===== src/fbia_regs.svh =====
`ifndef FBIA_REGS_SVH
`define FBIA_REGS_SVH
// channel count and register map, per channel: index = {channel, sub}
`define FBIA_NUM_CH 8
`define FBIA_CH_W 3
`define FBIA_ADDR_W 8
// byte address = {channel[3:0], sub[3:0]} with sub as below
`define FBIA_OFS_STATUS 4'h0
`define FBIA_OFS_ENABLE 4'h1
`define FBIA_OFS_ALIAS 4'h2
`define FBIA_OFS_CTRL 4'h3
`define FBIA_OFS_LINK_SRC 4'h6
`define FBIA_OFS_SLIP_SRC 4'h9
`define FBIA_OFS_ALARM_SRC 4'h4
// field positions in status and enable
`define FBIA_BIT_SPARE 7
`define FBIA_BIT_LOOP 6
`define FBIA_BIT_CLKLOSS 5
`define FBIA_BIT_ONE_SECOND_TICK_FLAG 4
`define FBIA_BIT_LINK 3
`define FBIA_BIT_SLIP 2
`define FBIA_BIT_ALARM 1
`define FBIA_BIT_FRAME 0
// control register fields
`define FBIA_CTRL_IRQ_EN 0
`define FBIA_CTRL_AUTOCLR 1
`define FBIA_CTRL_WC 2
`define FBIA_RST_BYTE 8'h00
`endif


===== src/fbia_pkg.sv =====
package fbia_pkg;
  typedef logic [7:0] fbia_byte_t;
  typedef enum logic [2:0] {
    FBIA_IDLE = 3'b001,
    FBIA_RDAT = 3'b010,
    FBIA_WACK = 3'b100
  } fbia_bus_state_t;
endpackage : fbia_pkg


===== src/fbia_chan_if.sv =====
`timescale 1ns/1ps
interface fbia_chan_if;
  logic [7:0] status;
  logic [7:0] enable;
  logic [2:0] ctrl;
  logic rd_status;
  logic req;
  modport core (output status, output enable, output ctrl, output req, input rd_status);
  modport top (input status, input enable, input ctrl, input req, output rd_status);
endinterface : fbia_chan_if


===== src/fbia_channel.sv =====
`timescale 1ns/1ps
`include "fbia_regs.svh"
module fbia_channel
  import fbia_pkg::*;
(
  // clock and reset
  input wire logic clk_i,
  input wire logic rst_i,
  // host writes, already decoded for this channel
  input wire logic wr_en_i,
  input wire logic wr_ctrl_i,
  input wire logic [7:0] wr_data_i,
  input wire logic wr_status_i,
  // source events and block pendings, synchronous
  input wire logic clkloss_evt_i,
  input wire logic one_second_tick_flag_evt_i,
  input wire logic [5:0] block_pend_i,
  // views
  fbia_chan_if.core ch
);
  fbia_byte_t en_q, en_d;
  logic [1:0] st_q, st_d;
  logic [2:0] ctrl_q, ctrl_d;
  logic [7:0] status_w;
  logic rd_clr_w, wc_clr_w;

  // event flags: set wins over clear
  assign rd_clr_w = ch.rd_status & ~ctrl_q[`FBIA_CTRL_WC];  // [RULE_04] [RULE_05] [RULE_14]
  assign wc_clr_w = wr_status_i & ctrl_q[`FBIA_CTRL_WC];
  assign st_d[1] = clkloss_evt_i | (st_q[1] & ~rd_clr_w & ~(wc_clr_w & ~wr_data_i[`FBIA_BIT_CLKLOSS]));  // [RULE_04]
  assign st_d[0] = one_second_tick_flag_evt_i | (st_q[0] & ~rd_clr_w & ~(wc_clr_w & ~wr_data_i[`FBIA_BIT_ONE_SECOND_TICK_FLAG]));  // [RULE_05]
  // pending bits pass straight through from the owning blocks
  assign status_w = {block_pend_i[5:4], st_q, block_pend_i[3:0]};  // [RULE_06] [RULE_07] [RULE_08] [RULE_09] [RULE_10]
  // auto-clear drops enables of reported bits after a status read
  assign en_d = wr_en_i ? wr_data_i :
    ((ch.rd_status & ctrl_q[`FBIA_CTRL_AUTOCLR]) ? (en_q & ~status_w) : en_q);  // [RULE_10]
  assign ctrl_d = wr_ctrl_i ? wr_data_i[2:0] : ctrl_q;

  always_ff @(posedge clk_i) begin
    if (rst_i) begin
      en_q <= `FBIA_RST_BYTE;
      st_q <= 2'h0;
      ctrl_q <= 3'h0;
    end else begin
      en_q <= en_d;
      st_q <= st_d;
      ctrl_q <= ctrl_d;
    end
  end

  assign ch.status = status_w;
  assign ch.enable = en_q;
  assign ch.ctrl = ctrl_q;
  assign ch.req = ctrl_q[`FBIA_CTRL_IRQ_EN] & |(status_w & en_q);  // [RULE_11] [RULE_12] [RULE_13] [RULE_15]

  AST_REQ_NEEDS_CH_EN: assert property (@(posedge clk_i) disable iff (rst_i)
    ch.req |-> ctrl_q[`FBIA_CTRL_IRQ_EN]) else $error("request without channel enable"); // [RULE_13]
  AST_CLKLOSS_STICKY: assert property (@(posedge clk_i) disable iff (rst_i)
    clkloss_evt_i |=> st_q[1]) else $error("clock loss flag not set"); // [RULE_04]
  AST_ONE_SECOND_TICK_FLAG_RUR: assert property (@(posedge clk_i) disable iff (rst_i)
    (ch.rd_status && !ctrl_q[`FBIA_CTRL_WC] && !one_second_tick_flag_evt_i) |=> !st_q[0])
    else $error("one second flag not cleared by read"); // [RULE_05]
  AST_ENABLE_PAIRS: assert property (@(posedge clk_i) disable iff (rst_i)
    (ctrl_q[`FBIA_CTRL_IRQ_EN] && block_pend_i[3] && en_q[`FBIA_BIT_LINK]) |-> ch.req)
    else $error("enabled link request lost"); // [RULE_11]
  AST_DISABLE_BLOCKS: assert property (@(posedge clk_i) disable iff (rst_i)
    (en_q == 8'h00) |-> !ch.req) else $error("disabled block raised request"); // [RULE_12]
endmodule : fbia_channel


===== src/fbia_top.sv =====
`timescale 1ns/1ps
`include "fbia_regs.svh"
// ---------------------------------------------------------------
// Overview of operation
// RULE_01 - irq output goes low while any enabled condition is active.
// RULE_02 - host reads block status of every enabled channel to find requester.
// RULE_03 - channel n status sits at address pair {n,A},02 for channels 0..7; the code decodes status at {n,0} and {n,2}.
// RULE_04 - bit 5 records recovered clock loss since last read; read clears it.
// RULE_05 - bit 4 records one-second tick since last read; read clears it.
// RULE_06 - bit 3 follows link controller pending; cleared by its status read.
// RULE_07 - bit 2 follows slip buffer pending; cleared by its status read.
// RULE_08 - bit 1 follows alarm/error pending; cleared by its status read.
// RULE_09 - bit 0 follows frame block pending, zero when none.
// RULE_10 - enable has rw bit per block; spare bit 7, loopback 6 read-only status.
// RULE_11 - enable bits use the same positions as status bits.
// RULE_12 - enable zero blocks that request; one allows it.
// RULE_13 - output needs channel, block and source enables together.
// RULE_14 - read-clear mode releases output on reading last active status.
// RULE_15 - channel request is OR of status and enable, gated by channel enable.
// ---------------------------------------------------------------
module fbia_top
  import fbia_pkg::*;
#(
  parameter int NUM_CH = `FBIA_NUM_CH
) (
  // clock and reset
  input wire logic sys_clk_i,
  input wire logic rst_i,
  // register port
  input wire logic [7:0] addr_i,
  input wire logic [7:0] wdata_i,
  input wire logic wr_i,
  input wire logic rd_i,
  output logic [7:0] rdata_o,
  // per-channel events and source-level pendings (source side clears these)
  input wire logic [NUM_CH-1:0] clkloss_evt_i,
  input wire logic [NUM_CH-1:0] one_second_tick_flag_evt_i,
  input wire logic [NUM_CH-1:0] spare_bit_six_flag_i,
  input wire logic [NUM_CH-1:0] loopback_code_flag_i,
  input wire logic [NUM_CH-1:0] link_pending_i,
  input wire logic [NUM_CH-1:0] slip_pending_i,
  input wire logic [NUM_CH-1:0] alarm_pending_i,
  input wire logic [NUM_CH-1:0] frame_block_pending_i,
  // source status reads, one-cycle pulses so owners can clear their pendings
  output logic [NUM_CH-1:0] link_src_read_o,
  output logic [NUM_CH-1:0] slip_src_read_o,
  output logic [NUM_CH-1:0] alarm_src_read_o,
  // interrupt
  output logic irq_n_o
);
  logic [3:0] ch_w;
  logic [3:0] sub_w;
  logic ch_ok_w;
  logic [NUM_CH-1:0] req_w;
  logic [7:0] rd_mux_w;
  fbia_byte_t rdata_q;

  assign ch_w = addr_i[7:4];
  assign sub_w = addr_i[3:0];
  assign ch_ok_w = (ch_w < 4'(NUM_CH));

  function automatic logic hit(input logic [3:0] ch, input logic [3:0] sub,
                               input int unsigned n, input logic [3:0] ofs);
    hit = (ch == 4'(n)) && (sub == ofs);
  endfunction : hit

  // ---------------------------------------------------------------
  // channels
  // ---------------------------------------------------------------
  fbia_chan_if chif [NUM_CH] ();
  logic [7:0] st_arr [NUM_CH];
  logic [7:0] en_arr [NUM_CH];
  logic [2:0] ct_arr [NUM_CH];

  for (genvar n = 0; n < NUM_CH; n++) begin : g_ch
    // both status aliases answer; read of either is a status read
    assign chif[n].rd_status = rd_i & (hit(ch_w, sub_w, n, `FBIA_OFS_STATUS)
      | hit(ch_w, sub_w, n, `FBIA_OFS_ALIAS));  // [RULE_03] [RULE_14]
    assign link_src_read_o[n] = rd_i & hit(ch_w, sub_w, n, `FBIA_OFS_LINK_SRC);  // [RULE_06]
    assign slip_src_read_o[n] = rd_i & hit(ch_w, sub_w, n, `FBIA_OFS_SLIP_SRC);  // [RULE_07]
    assign alarm_src_read_o[n] = rd_i & hit(ch_w, sub_w, n, `FBIA_OFS_ALARM_SRC);  // [RULE_08]
    assign req_w[n] = chif[n].req;
    assign st_arr[n] = chif[n].status;
    assign en_arr[n] = chif[n].enable;
    assign ct_arr[n] = chif[n].ctrl;
    fbia_channel fbia_channel_i (
      .clk_i(sys_clk_i),
      .rst_i(rst_i),
      .wr_en_i(wr_i & hit(ch_w, sub_w, n, `FBIA_OFS_ENABLE)),
      .wr_ctrl_i(wr_i & hit(ch_w, sub_w, n, `FBIA_OFS_CTRL)),
      .wr_data_i(wdata_i),
      .wr_status_i(wr_i & hit(ch_w, sub_w, n, `FBIA_OFS_STATUS)),
      .clkloss_evt_i(clkloss_evt_i[n]),
      .one_second_tick_flag_evt_i(one_second_tick_flag_evt_i[n]),
      .block_pend_i({spare_bit_six_flag_i[n], loopback_code_flag_i[n], link_pending_i[n],
                     slip_pending_i[n], alarm_pending_i[n], frame_block_pending_i[n]}),
      .ch(chif[n].core)
    );
  end

  // ---------------------------------------------------------------
  // read mux
  // ---------------------------------------------------------------
  always_comb begin
    rd_mux_w = 8'h00;
    if (ch_ok_w) begin
      case (sub_w)
        `FBIA_OFS_STATUS, `FBIA_OFS_ALIAS: rd_mux_w = st_arr[ch_w[2:0]];  // [RULE_03]
        `FBIA_OFS_ENABLE: rd_mux_w = en_arr[ch_w[2:0]];
        `FBIA_OFS_CTRL: rd_mux_w = {5'h00, ct_arr[ch_w[2:0]]};
        default: rd_mux_w = 8'h00;
      endcase
    end
  end

  always_ff @(posedge sys_clk_i) begin
    if (rst_i) begin
      rdata_q <= `FBIA_RST_BYTE;
    end else begin
      rdata_q <= rd_i ? rd_mux_w : 8'h00;
    end
  end
  assign rdata_o = rdata_q;

  // ---------------------------------------------------------------
  // interrupt output, combinational so a clearing read releases it at once
  // ---------------------------------------------------------------
  assign irq_n_o = ~|req_w;  // [RULE_01] [RULE_15]

  AST_IRQ_LOW: assert property (@(posedge sys_clk_i) disable iff (rst_i)
    (req_w != '0) |-> !irq_n_o) else $error("irq not asserted"); // [RULE_01]
  AST_IRQ_HIGH: assert property (@(posedge sys_clk_i) disable iff (rst_i)
    (req_w == '0) |-> irq_n_o) else $error("irq asserted without request"); // [RULE_15]
  AST_RDATA_STATUS: assert property (@(posedge sys_clk_i) disable iff (rst_i)
    (rd_i && addr_i == 8'h0a) |=> rdata_o == $past(st_arr[0]))
    else $error("status read data wrong"); // [RULE_03]
  // read data must not linger past its one answer cycle
  AST_RDATA_IDLE: assert property (@(posedge sys_clk_i) disable iff (rst_i)
    !rd_i |=> rdata_o == 8'h00) else $error("read data not cleared"); // [RULE_03]
  AST_OUT_OF_RANGE: assert property (@(posedge sys_clk_i) disable iff (rst_i)
    (rd_i && !ch_ok_w) |=> rdata_o == 8'h00) else $error("unmapped channel read nonzero"); // [RULE_03]
  AST_LINK_SRC_READ: assert property (@(posedge sys_clk_i) disable iff (rst_i)
    (link_src_read_o != '0) |-> rd_i) else $error("link source read without host read"); // [RULE_06]
endmodule : fbia_top


===== config.mk =====
export PLATFORM = sky130hd
export DESIGN_NAME = fbia_top
export DESIGN_NICKNAME = d
export VERILOG_FILES = /design/src/fbia_pkg.sv /design/src/fbia_chan_if.sv /design/src/fbia_channel.sv /design/src/fbia_top.sv
export VERILOG_INCLUDE_DIRS = /design/src /design/src/src
export SDC_FILE = /design/constraint.sdc
export NUM_CORES = 1
export LEC_CHECK = 0
export ABC_AREA = 1
export BUFFER_PORTS_ARGS = -buffer_cell sky130_fd_sc_hd__buf_2
export CORE_UTILIZATION = 55
export CTS_CLUSTER_DIAMETER = 80
export DETAILED_ROUTE_END_ITERATION = 8
export PLACE_DENSITY = 0.78
export SLEW_MARGIN = 40
export SYNTH_ARGS = -nofsm -noshare
export SYNTH_HDL_FRONTEND = slang
export SYNTH_HIERARCHICAL = 1
export SYNTH_SLANG_ARGS = --single-unit
export TNS_END_PERCENT = 5

===== constraint.sdc =====
create_clock -name sys_clk_i -period 5 [get_ports sys_clk_i]
set_input_delay 0.75 -clock sys_clk_i [delete_from_list [all_inputs] [get_ports sys_clk_i]]
set_output_delay 0.75 -clock sys_clk_i [all_outputs]
set_load 0.01 [all_outputs]

* After elaboration in Yosys (flattened, before gate mapping) *
Cells that the tools add are included.

word-level totals
  flip-flop bits (word level) = 112
  input port bits = 84
  output and inout bits = 33
  word-level logic and storage cells = 365

operators by class
  equal/unequal tests = 13
  multiplexer cells = 26
  reductions and logical operators = 78
  bitwise logic cells = 221
  magnitude comparators = 2

operator list
  operator              count
  $mux W8               20
  $and A1 B1 Y1         136
  $and A8 B8 Y8         16
  $reduce_or A8 Y1      9
  $not A8 Y8            8
  $logic_and A1 B1 Y1   56
  $bmux W8 S3           2
  $not A1 Y1            36
  $eq A4 B3 Y1 const B  6
  $or A1 B1 Y1          24
  $pmux W8 S3           1
  $eq A4 B2 Y1 const B  4
  $reduce_bool A2 Y1    8
  $bmux W3 S3           1
  $eq A4 B1 Y1 const B  2
  $logic_not A4 Y1      2
  $mux W3               2
  $eq A4 B4 Y1 const B  1
  $ge A4 B4 Y1 const B  1
  $lt A4 B4 Y1 const B  1
  $not A3 Y4            1
  $reduce_or A3 Y1      1
  $reduce_or A2 Y1      1
  $logic_not A1 Y1      1

* Logic depth before layout (Yosys ltp) *
Gate-level depths: netlist of the first run.

  depth after elaboration = 9
  gate-level depth with buffers = 12
  depth with buffers taken out = 9

* Modules after synthesis *
Netlist of the first run, hierarchy kept.

by module, submodules not included
  module        area an instance (µm²)  sequential area each (µm²)  cells an instance  instances
  fbia_channel  651.9                   260.2                       93                 8
  fbia_top      1,995.7                 160.2                       442                1

* Least setup slack after synthesis of the first run *
Ideal clock, no wire load.

  path kind = input-to-output
  from = input addr_i[4]
  to = output alarm_src_read_o[5]
  required time = 4.250 ns
  stages on the path = 6
  path slack = 2.595 ns
  arrival = 1.655 ns
  cell sequence = buf_4 inv_2 nor2_4 buf_2 nand2_1 nor2_1

on the way
  word-level cells in the longest chain between the ends = 3

RTL lines
  item                 line            source
  start: declaration   fbia_top.sv:30  input wire logic [7:0] addr_i,
  $eq A4 B3 Y1         fbia_top.sv:64  hit = (ch == 4'(n)) && (sub == ofs);
  $logic_and A1 B1 Y1  fbia_top.sv:64
  $and A1 B1 Y1        fbia_top.sv:81  assign alarm_src_read_o[n] = rd_i & hit(ch_w, sub_w, n, `FBIA_OFS_ALARM_SRC);
  end: declaration     fbia_top.sv:47  output logic [NUM_CH-1:0] alarm_src_read_o,

Every way passes these cells.

* Worst setup path after layout of the first run *
  from = input addr_i[4]
  to = output link_src_read_o[1]

on the way
  word-level cells in the longest chain between the ends = 3

RTL lines
  item                 line            source
  $eq A4 B1 Y1         fbia_top.sv:64
  $logic_and A1 B1 Y1  fbia_top.sv:64
  $and A1 B1 Y1        fbia_top.sv:79  assign link_src_read_o[n] = rd_i & hit(ch_w, sub_w, n, `FBIA_OFS_LINK_SRC);
  end: declaration     fbia_top.sv:45  output logic [NUM_CH-1:0] link_src_read_o,

Every way passes these cells.

==> flow_summary.ini, run 1 <==
[floorplan]
die_area_um2 = 13600
dieWidth_um = 117
ios = 117
die_y_um = 117
initial_core_util_pct = 56.7
num_rows = 41
coreArea_um2 = 12700

[drt]
dr.first_iter.drc_count = 950
wl_um = 25100
avgViaCountPerCell = 5.77
drc = 0
wl_per_cell_um = 18.1
ant_nets = 0
firstDrtPassIters = 6
num_vias = 8002

[hold_path]
hp-start = g_ch[7].fbia_channel_i/ch.enable[2]$_SDFFE_PP0P_
hold_path_depth = 2
min_path_type = flip-flop to flip-flop
whs_endpoint = g_ch[7].fbia_channel_i/ch.enable[2]$_SDFFE_PP0P_

[synth]
yosys.area.top_type = dfxtp_1
ys_seq_area_share_pct = 31.1
ys_warn_count = 6
avgSynthCellArea_um2 = 6.08
ys_async_sr_fraction_pct = 0
synthFlopType = dfxtp_1
synth_edf_count = 0
synthTopCellsByArea = dfxtp_1 31%, nand2_1 22%, nand3_1 9.2%
synth_common_cells = 414 x nand2_1, 132 x nand3_1, 112 x dfxtp_1
synth_seq_cells = 112
yosysMostFrequentCell = nand2_1
synth_nets = 1270
synthesis.area_um2 = 7210
synthDistinctLibCells = 22
synthCells = 1186
synth_top_area_share_pct = 31.1

[global_routing]
grt_antenna_before_repair = 0
grt_first_pass_wirelength_um = 38000
grt_max_degree = 35
grt-ovfl-total = 0
gr-usage-all-layers_pct = 37.9
grt_pass1_vias = 7094

[clock_tree]
path_clk_slew_ps = 70
clkSinkCount = 112
cts_tree = built
ctsHoldBuffers = 0
cts_max_level = 3
clockRootBuffer = clkbuf_16
ctsResizeCount = 0
clockBufferDepth = 2
worstSkewPairLatency_ps = 370
cts_setup_buffers = 0
numCtsBuffers = 9

[sta]
setup_tns_ps = 0
worstMarginPinSlew_ps = 713
setup_viol = 0
rsz0062_at_grt = no
holdWs_ps = 486
hold_viol = 0
finClkSkew_ps = 3.15
max_slew_margin_pct = 52.5
fmax_ghz = 0.276
finalMaxSlewViolations = 0
finalCritPeriodShare_pct = 72.4
min_period_ps = 3620

[place]
io_buffers = 116
hpwl_um = 17900
place.gp.congestion = 0.999

[final_layout]
drive_above_1_share_pct = 12.3
fillCellCount = 1365
final_nets = 1294
syn_to_final_growth_pct = 4.46
diodes = 0

[worst_setup_path]
slowest_delay_ps = 550
cp.required_ps = 4250
crit_fanout = 34
start_kind = input pin
reg2reg_to = rdata_o[1]$_SDFF_PP0_
crit_arrival_ps = 2870
crit_slowest_cell = nor2_4
path_cells = buf_2 -> inv_2 -> nor2_4 -> nand2_1 -> nor2_1 -> buf_2
ff2ff_path_depth = 8
crit_path_end_kind = output pin
path_common_cell = buf_2
r2r_setup_slack_ps = 3710
critical_path_class = input pin to output pin
reg2reg_from = g_ch[6].fbia_channel_i/ch.ctrl[1]$_SDFFE_PP0P_

[power_and_ir_drop]
vdd_drop_max_v = 0.000223
p_leak_nw = 3.17
total_power_mw = 1.92
p_per_area_nw_per_um2 = 255

[flow_run]
cap_viol_max_count = 0

[run_status]
status = complete, no violations
state kept, by name (all words and copies together), names as in the netlist:
signal / cells
rdata_o: 8
g_ch.fbia_channel_i/ch.ctrl: 24
g_ch.fbia_channel_i/st_q: 16
g_ch.fbia_channel_i/ch.enable: 64
power breakdown:
part | total [mW] | leakage (nW) | internal (mW) | switching, mW
Combinational | 0.213 | 2.11 | 0.0608 | 0.152
Clock | 0.793 | 0.148 | 0.439 | 0.354
Sequential | 0.917 | 0.907 | 0.902 | 0.0143
worst max path at each step:
| stage | start | to | slack (ps) | depth (start not counted) |
|---|---|---|---|---|
| 5_1_grt | addr_i[4] | alarm_src_read_o[5] | 1120 | 6 |
| 6_report | addr_i[4] | link_src_read_o[1] | 1380 | 6 |
| 2_1_floorplan | addr_i[4] | alarm_src_read_o[5] | 2590 | 6 |
| 3_5_place_dp | addr_i[4] | link_src_read_o[1] | 1430 | 6 |
| 3_3_place_gp | addr_i[4] | slip_src_read_o[1] | 1490 | 6 |
| 4_1_cts | addr_i[4] | link_src_read_o[1] | 1430 | 6 |
per-stage QoR:
| step | instance area, um^2 | setup WS (ps) | utilization [%] | instances |
|---|---|---|---|---|
| after floorplan | 7210 | 2590 | - | 1186 |
| after global placement | 7210 | 1490 | 56.7 | 1371 |
| after detailed placement | 7210 | 1430 | 56.7 | 1371 |
| after CTS | 7530 | 1430 | 59.2 | 1387 |
| after global routing | 7530 | 1120 | 59.2 | 1387 |
| final | 7530 | 1380 | 59.2 | 1387 |
routing by layer:
layer / global-route usage [%] / wire length [um] / vias up
met2: 59.3 / 11000 / 485
met1: 49.6 / 10200 / 3584
met3: 7.11 / 2620 / 102
li1: - / - / 3831
met4: 20.0 / 1250 / 0
met5: 0 / 0 / -
worst max-delay path: cells and delay by family:
kind          cells  cell delay (ps)
buf+inv           3             1060
simple gates      3             1040
cells by family (layout without fill, tap and decap cells):
| group | count (synthesis) | in the layout | synth area share [%] |
|---|---|---|---|
| buf+inv | 187 | 216 | 15.4 |
| simple gates | 689 | 689 | 39.7 |
| flops | 112 | 112 | 31.1 |
| compound gates | 198 | 198 | 13.7 |
cell usage in the layout, fill, tap and decap left out, drive strengths merged:
cell type,n
nor3,1
o21ai,89
dfxtp,112
a21oi,109
nor4,3
clkinvlp,3
nand3,133
clkbuf,9
clkinv,2
buf,116
bufinv,2
nand4,22
and2,6
nor2,109
or2,1
inv,84
nand2,414
final cells by class:
class / count / area, um^2 / area share, %
Multi-Input combinational cell: 887 / 3860 / 51.2
Sequential cell: 112 / 2240 / 29.8
Timing Repair Buffer: 116 / 581 / 7.71
Inverter: 84 / 315 / 4.19
Clock buffer: 9 / 225 / 2.99
Tap cell: 172 / 215 / 2.86
Clock inverter: 7 / 96.3 / 1.28
No activity file was read; power rests on OpenSTA's default activity.
==> run 2, diff against run 1 <==
==> constraint.sdc (replaced) <==
create_clock -name sys_clk_i -period 3.8 [get_ports sys_clk_i]
set_input_delay 0.57 -clock sys_clk_i [delete_from_list [all_inputs] [get_ports sys_clk_i]]
set_output_delay 0.57 -clock sys_clk_i [all_outputs]
set_load 0.01 [all_outputs]
==> run 2 against run 1 <==
  * Cell count grew 0.36%
  * Clock skew increased by 3.3 ps
  * Worst hold slack lost 54 ps
  * Final area increased by 0.53%
  * Core utilization increased by 0.31 points
  * Critical path depth unchanged
  * Die area unchanged
  * Register-to-register slack worse by 1200 ps
  * Routed wire length shrank 0.77%
  * Non-clock buffer count up 5
==> flow_summary.ini, run 2 (synthesis results as in run 1) <==
[run_status]
status = complete, no violations

[hold_path]
hp-start = one_second_tick_flag_evt_i[3]
whs_endpoint = g_ch[3].fbia_channel_i/st_q[0]$_SDFF_PP0_
min_path_type = input pin to flip-flop
hold_path_depth = 3

[sta]
finClkSkew_ps = 6.42
setup_viol = 0
holdWs_ps = 432
setup_tns_ps = 0
worstMarginPinSlew_ps = 691
finalMaxSlewViolations = 0
hold_viol = 0
fmax_ghz = 0.343
rsz0062_at_grt = no
finalCritPeriodShare_pct = 76.8
min_period_ps = 2920
max_slew_margin_pct = 53.9

[global_routing]
grt_pass1_vias = 7119
gr-usage-all-layers_pct = 37.3
grt_max_degree = 35
grt_first_pass_wirelength_um = 37400
grt-ovfl-total = 0
use_met1_pct = 48.2
grt_antenna_before_repair = 1
grtUsageMet3_pct = 7.27
top_usage_layer = met2
use_met2_pct = 57.2

[place]
io_buffers = 116
place.gp.congestion = 0.969
hpwl_um = 17900

[final_layout]
multi_input_area_um2 = 3860
drive_above_1_share_pct = 12.6
syn_to_final_growth_pct = 5.01
final_common_cell = nand2_1
fillCellCount = 1355
largest_reg_flops = 64
register_area_um2 = 2240
diodes = 0
final_nets = 1299
mostFrequentLayoutCells = 414 x nand2_1, 132 x nand3_1, 116 x buf_2

[floorplan]
coreArea_um2 = 12700
initial_core_util_pct = 56.7
ios = 117
num_rows = 41
die_y_um = 117
dieWidth_um = 117
die_area_um2 = 13600

[drt]
wl_um = 24900
avgViaCountPerCell = 5.71
ant_nets = 0
drc = 0
wl_per_cell_um = 17.9
dr.first_iter.drc_count = 978
firstDrtPassIters = 5
num_vias = 7942

[worst_setup_path]
cp.required_ps = 3230
crit_fanout = 34
crit_path_end_kind = output pin
start_kind = input pin
r2r_setup_slack_ps = 2500
reg2reg_from = g_ch[7].fbia_channel_i/ch.ctrl[1]$_SDFFE_PP0P_
reg2reg_to = rdata_o[1]$_SDFF_PP0_
ff2ff_path_depth = 8
crit_arrival_ps = 2350
critical_path_class = input pin to output pin

[clock_tree]
ctsHoldBuffers = 0
cts_tree = built
clkSinkCount = 112
ctsResizeCount = 0
cts_setup_buffers = 0
numCtsBuffers = 9
cts_max_level = 3
clockRootBuffer = clkbuf_16
clockBufferDepth = 2
worstSkewPairLatency_ps = 370
path_clk_slew_ps = 70

[power_and_ir_drop]
p_leak_nw = 3.20
p_per_area_nw_per_um2 = 335
vdd_drop_max_v = 0.000267

[flow_run]
cap_viol_max_count = 0
## run 2: cell types whose count changed in the layout (fill, tap and decap cells not counted)
cell,delta
buf_4,+5
nor2_2,-1
clkinv_2,+1
nor4_2,+1
clkinvlp_4,-2
nor4_1,-1
nor2_1,+1
inv_6,+1
## run 2: how the worst max path moves through the flow
| stage | startpoint | end | slack [ps] | cells past startpoint |
|---|---|---|---|---|
| 2_1_floorplan | addr_i[4] | alarm_src_read_o[5] | 1750 | 6 |
| 3_3_place_gp | addr_i[4] | g_ch[1].fbia_channel_i/st_q[1]$_SDFF_PP0_ | 900 | 8 |
| 3_5_place_dp | addr_i[4] | g_ch[5].fbia_channel_i/st_q[0]$_SDFF_PP0_ | 850 | 8 |
| 4_1_cts | addr_i[4] | slip_src_read_o[5] | 920 | 6 |
| 5_1_grt | addr_i[4] | slip_src_read_o[5] | 760 | 6 |
| 6_report | addr_i[4] | slip_src_read_o[5] | 880 | 6 |
## run 2: critical path, cell delays in order
cell and delay, ps:
buf_2 520, inv_2 420, nor2_4 200, nand2_1 250, nor2_1 200, buf_2 170
## run 2: area by class of cell
cell class | instances | area share (%)
well taps | 172 | 2.84
clock buffers | 9 | 2.97
inverters | 84 | 4.16
multi-input cells | 887 | 51.0
clock inverters | 7 | 1.26
flip-flops and latches | 112 | 29.6
repair buffers | 121 | 8.16
## run 2: layer usage
metal  wire, um  up-vias  share of wire, %
met5         13        -             0.052
met1      10100     3546                41
met3       2440      104               9.8
met2      10900      447                44
li1           -     3843                 -
met4       1410        2               5.7
## run 2: through the flow
| step | instance area (um^2) | setup WS (ps) | total power, mW | cells | util [%] |
|---|---|---|---|---|---|
| 2_1_floorplan | 7210 | 1750 | 1.41 | 1186 | - |
| 3_3_place_gp | 7250 | 903 | 1.50 | 1376 | 57.0 |
| 3_5_place_dp | 7250 | 853 | 1.50 | 1376 | 57.0 |
| 4_1_cts | 7570 | 916 | 2.52 | 1392 | 59.5 |
| 5_1_grt | 7570 | 758 | 2.60 | 1392 | 59.5 |
| 6_report | 7570 | 881 | 2.53 | 1392 | 59.5 |
## run 2: power by group
group / total, mW / internal, mW / switching, mW
registers: 1.20 / 1.19 / 0.0174
logic: 0.283 / 0.0829 / 0.200
clock network: 1.05 / 0.580 / 0.466
